--- src/wdh_pkg.sv ---
// package for the watchdog, halt and reset sequencing block
// Overview of operation
// watchdog clock: RC oscillator or instruction clock
// disabled watchdog makes its actions no-ops
// timeout divider ratio 2^12 to 2^15
// clears reset only last two divider stages
// overflow in normal run: chip reset, timeout set
// overflow in halt: warm reset of counter, stack
// external reset, clear or halt clears watchdog
// dual-clear option needs both clear instructions
// halt stops system clock, watchdog restarts
// halt keeps RAM, registers and ports unchanged
// halt sets powerdown, clears timeout; clear clears powerdown
// wake on reset, interrupt, port A fall, overflow
// port or masked interrupt wake resumes next instruction
// interrupt pending before halt cannot wake
// 1024 clock delay after any wake-up
// timeout and powerdown flags encode reset cause
// start-up timer holds 1024 clocks after reset
// extra option load delay on system reset
// RC mode drives clock divided by 4 out
// instruction-clock watchdog may stop in halt
// reset beats warm reset beats interrupt or port
package wdh_pkg;
  localparam int unsigned WDH_DIV_MIN_LOG2 = 12;
  localparam int unsigned WDH_CNT_W        = 16;
  localparam int unsigned WDH_STARTUP_CYC  = 1024;
  localparam int unsigned WDH_OPTLOAD_CYC  = 16;
  localparam int unsigned WDH_DLY_W        = 11;
  localparam int unsigned WDH_INSTR_DIV    = 4;
  localparam int unsigned WDH_RC_PERIOD_NS = 65000;
  localparam int unsigned WDH_CLK_NS       = 10;
  localparam int unsigned WDH_RC_CYC =
    (WDH_RC_PERIOD_NS + WDH_CLK_NS - 1) / WDH_CLK_NS;

  typedef struct packed {
    logic       wdt_enable;
    logic       wdt_rc_sel;
    logic [1:0] div_sel;
    logic       dual_clear;
    logic       rc_osc_mode;
    logic [7:0] porta_wake_en;
  } wdh_opt_t;

  typedef struct packed {
    logic clr_single;
    logic clr_first;
    logic clr_second;
    logic halt;
  } wdh_instr_t;

  typedef enum logic [1:0] {
    WDH_RUN  = 2'b00,
    WDH_HALT = 2'b01,
    WDH_WAKE = 2'b10,
    WDH_RST  = 2'b11
  } wdh_state_t;
endpackage

--- src/wdh_ctrl.sv ---
// watchdog, halt, wake-up and reset sequencing logic
module wdh_ctrl #(
  parameter int unsigned RC_CYC = wdh_pkg::WDH_RC_CYC
) (
  // clock and reset
  input  wire logic              sys_clk,
  input  wire logic              sys_rst,
  // options and pins
  input  wire wdh_pkg::wdh_opt_t opt,
  input  wire logic              ext_reset_pin_n,
  input  wire logic [7:0]        porta_in,
  // core events
  input  wire wdh_pkg::wdh_instr_t instr,
  input  wire logic              irq_req,
  input  wire logic              irq_enabled,
  input  wire logic              stack_full,
  // outputs
  output logic                   chip_reset,
  output logic                   warm_reset,
  output logic                   core_run,
  output logic                   sys_osc_en,
  output logic                   irq_service,
  output logic                   osc_out_pin,
  output logic                   timeout_flag,
  output logic                   powerdown_flag
);
  localparam int unsigned DLYW = wdh_pkg::WDH_DLY_W;
  localparam logic [DLYW-1:0] STARTUP =
    DLYW'(wdh_pkg::WDH_STARTUP_CYC - 1);
  localparam logic [DLYW-1:0] RSTDLY =
    DLYW'(wdh_pkg::WDH_STARTUP_CYC + wdh_pkg::WDH_OPTLOAD_CYC - 1);

  wdh_pkg::wdh_state_t st_r, st_nxt;
  logic [DLYW-1:0] dly_r, dly_nxt;
  logic [wdh_pkg::WDH_CNT_W-1:0] cnt_r;
  logic [15:0] rc_r;
  logic [1:0]  div4_r;
  logic        first_seen_r, irq_block_r, irq_wake_r;
  logic [DLYW-1:0] len_r;
  logic [7:0]  porta_r;

  // watchdog tick source
  wire rc_tick   = (rc_r == 16'(RC_CYC - 1));
  wire halted    = (st_r == wdh_pkg::WDH_HALT);
  wire ins_tick  = (div4_r == 2'(wdh_pkg::WDH_INSTR_DIV - 1)) && !halted;
  wire wdt_tick  = opt.wdt_rc_sel ? rc_tick : ins_tick;
  wire running   = (st_r == wdh_pkg::WDH_RUN);
  wire en        = opt.wdt_enable;

  // clear decoding
  wire clr_one   = en && running && !opt.dual_clear && instr.clr_single;
  wire clr_two   = en && running && opt.dual_clear &&
                   instr.clr_second && first_seen_r;
  wire clr_pair  = en && running && opt.dual_clear &&
                   instr.clr_first && instr.clr_second;
  wire sw_clear  = clr_one || clr_two || clr_pair;
  wire halt_go   = running && instr.halt;
  wire wdt_clear = sw_clear || halt_go || !ext_reset_pin_n;

  // overflow at selected stage
  wire [4:0] ovf_bit = 5'(wdh_pkg::WDH_DIV_MIN_LOG2) + {3'h0, opt.div_sel};
  wire overflow  = en && wdt_tick &&
                   (cnt_r[ovf_bit[3:0]] && cnt_r[ovf_bit[3:0] - 4'h1]);
  wire wdt_rst_run = overflow && running;
  wire wdt_warm  = overflow && halted;

  wire [7:0] porta_fall = porta_r & ~porta_in & opt.porta_wake_en;
  wire irq_wake  = halted && irq_req && !irq_block_r;
  wire port_wake = halted && (porta_fall != 8'h00);
  wire len_reload = !ext_reset_pin_n || wdt_rst_run ||
                    (halted && st_nxt == wdh_pkg::WDH_WAKE);

  // state sequencing with priority
  always_comb begin
    st_nxt  = st_r;
    dly_nxt = (dly_r != '0) ? dly_r - DLYW'(1) : dly_r;
    if (!ext_reset_pin_n || wdt_rst_run) begin
      st_nxt  = wdh_pkg::WDH_RST;
      dly_nxt = RSTDLY;
    end else begin
      unique case (st_r)
        wdh_pkg::WDH_RUN: begin
          if (instr.halt) st_nxt = wdh_pkg::WDH_HALT;
        end
        wdh_pkg::WDH_HALT: begin
          if (wdt_warm || irq_wake || port_wake) begin
            st_nxt  = wdh_pkg::WDH_WAKE;
            dly_nxt = STARTUP;
          end
        end
        wdh_pkg::WDH_WAKE, wdh_pkg::WDH_RST: begin
          if (dly_r == '0) st_nxt = wdh_pkg::WDH_RUN;
        end
      endcase
    end
  end

  always_ff @(posedge sys_clk or posedge sys_rst) begin
    if (sys_rst) begin
      st_r  <= wdh_pkg::WDH_RST;
      dly_r <= RSTDLY;
    end else begin
      st_r  <= st_nxt;
      dly_r <= dly_nxt;
    end
  end

  // oscillator dividers
  always_ff @(posedge sys_clk or posedge sys_rst) begin
    if (sys_rst) begin
      rc_r   <= 16'h0000;
      div4_r <= 2'h0;
    end else begin
      rc_r   <= rc_tick ? 16'h0000 : rc_r + 16'h0001;
      div4_r <= halted ? div4_r : div4_r + 2'h1;
    end
  end

  // watchdog counter, clears touch only the top two stages
  always_ff @(posedge sys_clk or posedge sys_rst) begin
    if (sys_rst) begin
      cnt_r <= '0;
    end else if (!en) begin
      cnt_r <= '0;
    end else if (wdt_clear || overflow) begin
      cnt_r[ovf_bit[3:0]]        <= 1'b0;
      cnt_r[ovf_bit[3:0] - 4'h1] <= 1'b0;
    end else if (wdt_tick && st_r != wdh_pkg::WDH_RST) begin
      cnt_r <= cnt_r + 16'h0001;
    end
  end

  // dual-clear tracking and wake bookkeeping
  always_ff @(posedge sys_clk or posedge sys_rst) begin
    if (sys_rst) begin
      first_seen_r <= 1'b0;
      irq_block_r  <= 1'b0;
      irq_wake_r   <= 1'b0;
      len_r        <= '0;
      porta_r      <= 8'h00;
    end else begin
      porta_r <= porta_in;
      if (sw_clear) first_seen_r <= 1'b0;
      else if (en && running && opt.dual_clear && instr.clr_first)
        first_seen_r <= 1'b1;
      if (halt_go) irq_block_r <= irq_req;
      if (halted) irq_wake_r <= irq_wake && !wdt_warm && !port_wake;
      else if (st_r == wdh_pkg::WDH_RUN) irq_wake_r <= 1'b0;
      len_r <= len_reload ? '0 : len_r + DLYW'(1);
    end
  end

  // reset cause flags
  always_ff @(posedge sys_clk or posedge sys_rst) begin
    if (sys_rst) begin
      timeout_flag   <= 1'b0;
      powerdown_flag <= 1'b0;
    end else if (wdt_rst_run || wdt_warm) begin
      timeout_flag <= 1'b1;
    end else if (!ext_reset_pin_n && halted) begin
      timeout_flag <= 1'b0;
    end else if (halt_go) begin
      timeout_flag   <= 1'b0;
      powerdown_flag <= 1'b1;
    end else if (en && sw_clear) begin
      timeout_flag   <= 1'b0;
      powerdown_flag <= 1'b0;
    end
  end

  // registered control outputs
  always_ff @(posedge sys_clk or posedge sys_rst) begin
    if (sys_rst) begin
      chip_reset  <= 1'b1;
      warm_reset  <= 1'b0;
      core_run    <= 1'b0;
      sys_osc_en  <= 1'b1;
      irq_service <= 1'b0;
      osc_out_pin <= 1'b0;
    end else begin
      chip_reset  <= (st_nxt == wdh_pkg::WDH_RST);
      warm_reset  <= wdt_warm && ext_reset_pin_n;
      core_run    <= (st_nxt == wdh_pkg::WDH_RUN);
      sys_osc_en  <= (st_nxt != wdh_pkg::WDH_HALT);
      irq_service <= (st_r == wdh_pkg::WDH_WAKE) && (dly_r == '0) &&
                     irq_wake_r && irq_enabled && !stack_full;
      osc_out_pin <= opt.rc_osc_mode & div4_r[1];
    end
  end
endmodule // wdh_ctrl

--- config.mk ---
export PLATFORM = sky130hd
export DESIGN_NAME = wdh_ctrl
export DESIGN_NICKNAME = d
export VERILOG_FILES = /design/src/wdh_pkg.sv /design/src/wdh_ctrl.sv
export SDC_FILE = /design/constraint.sdc
export NUM_CORES = 1
export LEC_CHECK = 0
export BUFFER_PORTS_ARGS = -buffer_cell sky130_fd_sc_hd__clkbuf_2
export CORE_MARGIN = 3
export CORE_UTILIZATION = 50
export DETAILED_ROUTE_END_ITERATION = 8
export GPL_ROUTABILITY_DRIVEN = 0
export PLACE_DENSITY = 0.77
export SLEW_MARGIN = 0
export SYNTH_ARGS = -nofsm -noshare
export SYNTH_HDL_FRONTEND = slang
export SYNTH_SLANG_ARGS = --single-unit
--- constraint.sdc ---
create_clock -name sys_clk -period 2.6 [get_ports sys_clk]
set_input_delay 0.13 -clock sys_clk [delete_from_list [all_inputs] [get_ports sys_clk]]
set_output_delay 0.13 -clock sys_clk [all_outputs]
set_load 0.05 [all_outputs]
==> flow_metrics.tcl <==
set metrics [dict create \
    cp-end-kind "flop" \
    worst_ep_required_time_ns 2.86 \
    cts_buffers 9 \
    post-route-drc-count 0 \
    clk_pin_slew_ns 0.07 \
    setup_tns_ns 0 \
    grt_remaining_overflow 0 \
    antenna_found_initial 0 \
    synth_top_area_share_pct 39.1 \
    cts_root_buffer "clkbuf_8" \
    dr_wl_met3_microns 425 \
    switching_share_pct 22.6 \
    initial_core_util_pct 52.5 \
    grt_pass1_wl_mm 13.8 \
    routed_wl_mm 8.07 \
    first_pass_iters 4 \
    worstPathArrival_ns 2.63 \
    tritoncts "built" \
    layout_commonest_cell "dfrtp_1" \
    io_buffers 39 \
    fin_crit_ns 2.36 \
    drt-initial-drc-count 200 \
    ys_ff_latch 66 \
    cp_max_fo 12 \
    h-tree-depth 3 \
    ant_nets 0 \
    ys_types 70 \
    hp-class "input pin to asynchronous set/reset pin" \
    avgRoutedWirePerCell_microns 15.5 \
    wl_met1_mm 3.59 \
    dp_cells 497 \
    drv_cap 0 \
    yosys-top-cells-area "dfrtp_1 (39%), dfstp_2 (6.5%), nand2_1 (4.2%), ha_1 (3.4%), xnor2_1 (3.1%)" \
    p_seq_share_pct 45.7 \
    setup_viol 0 \
    via_count 3078 \
    comb_power_share_pct 7.8 \
    slew_headroom_pct 46.1 \
    start_kind "flop" \
    rows 30 \
    ys_seq_area_share_pct 45.6 \
    path_class "flop to flop" \
    grt_max_degree 67 \
    top_layer "met4" \
    met2_length_mm 3.82 \
    synth_top_area_cell "dfrtp_1" \
    period_share_pct 90.9 \
    synth.net_count 404 \
    finalPower_w 0.00230 \
    fin_nets 463 \
    synth_flop_cell "dfrtp_1" \
    syn_inst 362 \
    fin_skew_ns 0.0118 \
    final_cell_mix "dfrtp_1 (57), nand2_1 (41), clkbuf_2 (39), nor2_1 (23), a21oi_1 (17)" \
    worst_pin_slew_ns 0.808 \
    async_reset_ff_share_pct 100 \
    fin_cells 522 \
    worstSkewPairLatency_ns 0.34 \
    place_hpwl_mm 5.67 \
    status "finished clean" \
    cts_sinks 66 \
    grt_pass1_vias 3037 \
    synth_area_sq_um 3640 \
    p_clk_share_pct 46.6 \
    grt_usage_pct 20.4 \
    synth.avg_cell_area_sq_um 10.1 \
    rsz0062_at_grt "no" \
    antenna_cells 0 \
    io_pins 40 \
    p_switching_w 0.000520 \
    holdWs_ns 0.00527 \
    drive_above_1_share_pct 22.3 \
    syn_to_final_growth_pct 18.2 \
    hold_violations 0 \
    p_leak_nw 1.85 \
    die_h_microns 91.4 \
    slew_viol_final 0 \
    vias_per_cell 5.90 \
    fmax_mhz 423 \
    internal_power_w 0.00178 \
    synth_enable_flop_cells 0 \
    final_util_pct 62.0 \
    ir_worst_vdd_mv 0.398 \
    dieArea_sq_um 8350 \
    core-area_sq_um 6940 \
    die_width_microns 91.4 \
    clockBufferDepth 2 \
    power_density_nw_per_um2 534 \
    ys.warnings.count 0 \
]
-- power groups by stage --
stage | logic, W | registers (W) | clock network, W
global route | 0.000198 | 0.00105 | 0.00113
floorplan | 0.000105 | 0.00107 | 0
detailed placement | 0.000167 | 0.00107 | 0
CTS | 0.000179 | 0.00105 | 0.00108
finish | 0.000179 | 0.00105 | 0.00107
global placement | 0.000162 | 0.00107 | 0
-- routing by layer --
layer / up-vias / track usage, %
met2: 108 / 31.0
met3: 24 / 3.98
met4: 0 / 10.9
met1: 1484 / 27.4
li1: 1462 / -
met5: - / 0
-- critical path, cell delays in order (launching register included) --
cell	delay, ns
dfrtp_1	0.39
ha_1	0.22
nor4bb_1	0.19
and4b_1	0.36
a21oi_4	0.17
o211a_2	0.38
or4_1	0.50
o211ai_2	0.07
-- cell families after synthesis --
logic type               synth area share, %
multiplexers                            2.71
AND/OR/NAND/NOR                         23.6
AO/OA/AOI/OAI                           15.2
buffers and inverters                   3.84
flip-flops                              45.6
XOR/XNOR                                5.53
adder cells (fa/ha/maj)                 3.43
-- synth_stat cells, types with 6 or more instances --
cell type / number
and3_1: 6
ha_1: 10
xnor2_1: 13
dfstp_2: 9
nor4_1: 6
xor2_1: 10
a21oi_1: 17
nand2_1: 41
or3_1: 10
nand4_1: 8
dfrtp_1: 57
nor3_1: 10
nand3_1: 16
nand2b_1: 6
o21ai_0: 14
nor2_1: 23
or4_1: 7
inv_1: 9
-- flip-flops by register name, indices dropped and copies added, names as in the netlist, 2 cells and up --
name     count
div4_r       2
rc_r        16
dly_r       11
cnt_r       16
porta_r      8
st_r         2
-- stage by stage --
stage,instance area (sq um),setup WS [ns]
2_1_floorplan,3640,0.357
3_3_place_gp,3960,0.172
3_5_place_dp,3960,0.138
4_1_cts,4290,0.120
5_1_grt,4310,0.0280
6_report,4310,0.236
-- timing repair --
action	CTS	global route
endpoints found under the hold margin	9	0
setup endpoints to repair	0	2
hold buffers	9	0
buffers inserted	0	0
resized for setup	0	2
-- layout make-up --
class,count,area [sq um]
Clock buffer,10,138
Clock inverter,6,111
Fill cell,563,2640
Inverter,10,37.5
Multi-Input combinational cell,273,1850
Sequential cell,66,1660
Tap cell,96,120
Timing Repair Buffer,61,383
-- worst paths after layout --
path                          from           to  slack (ns)  cells past startpoint
max                        rc_r[0]    cnt_r[14]        0.24                      7
min                        sys_rst     rc_r[13]       0.005                      3
max reg2reg                rc_r[0]    cnt_r[14]        0.24                      7
min reg2reg                rc_r[0]      rc_r[0]        0.48                      1
max in group asynchronous  sys_rst    cnt_r[11]        2.06                      3
min in group sys_clk       irq_req  irq_block_r        0.04                      2
(Power assumes the default switching activity.)
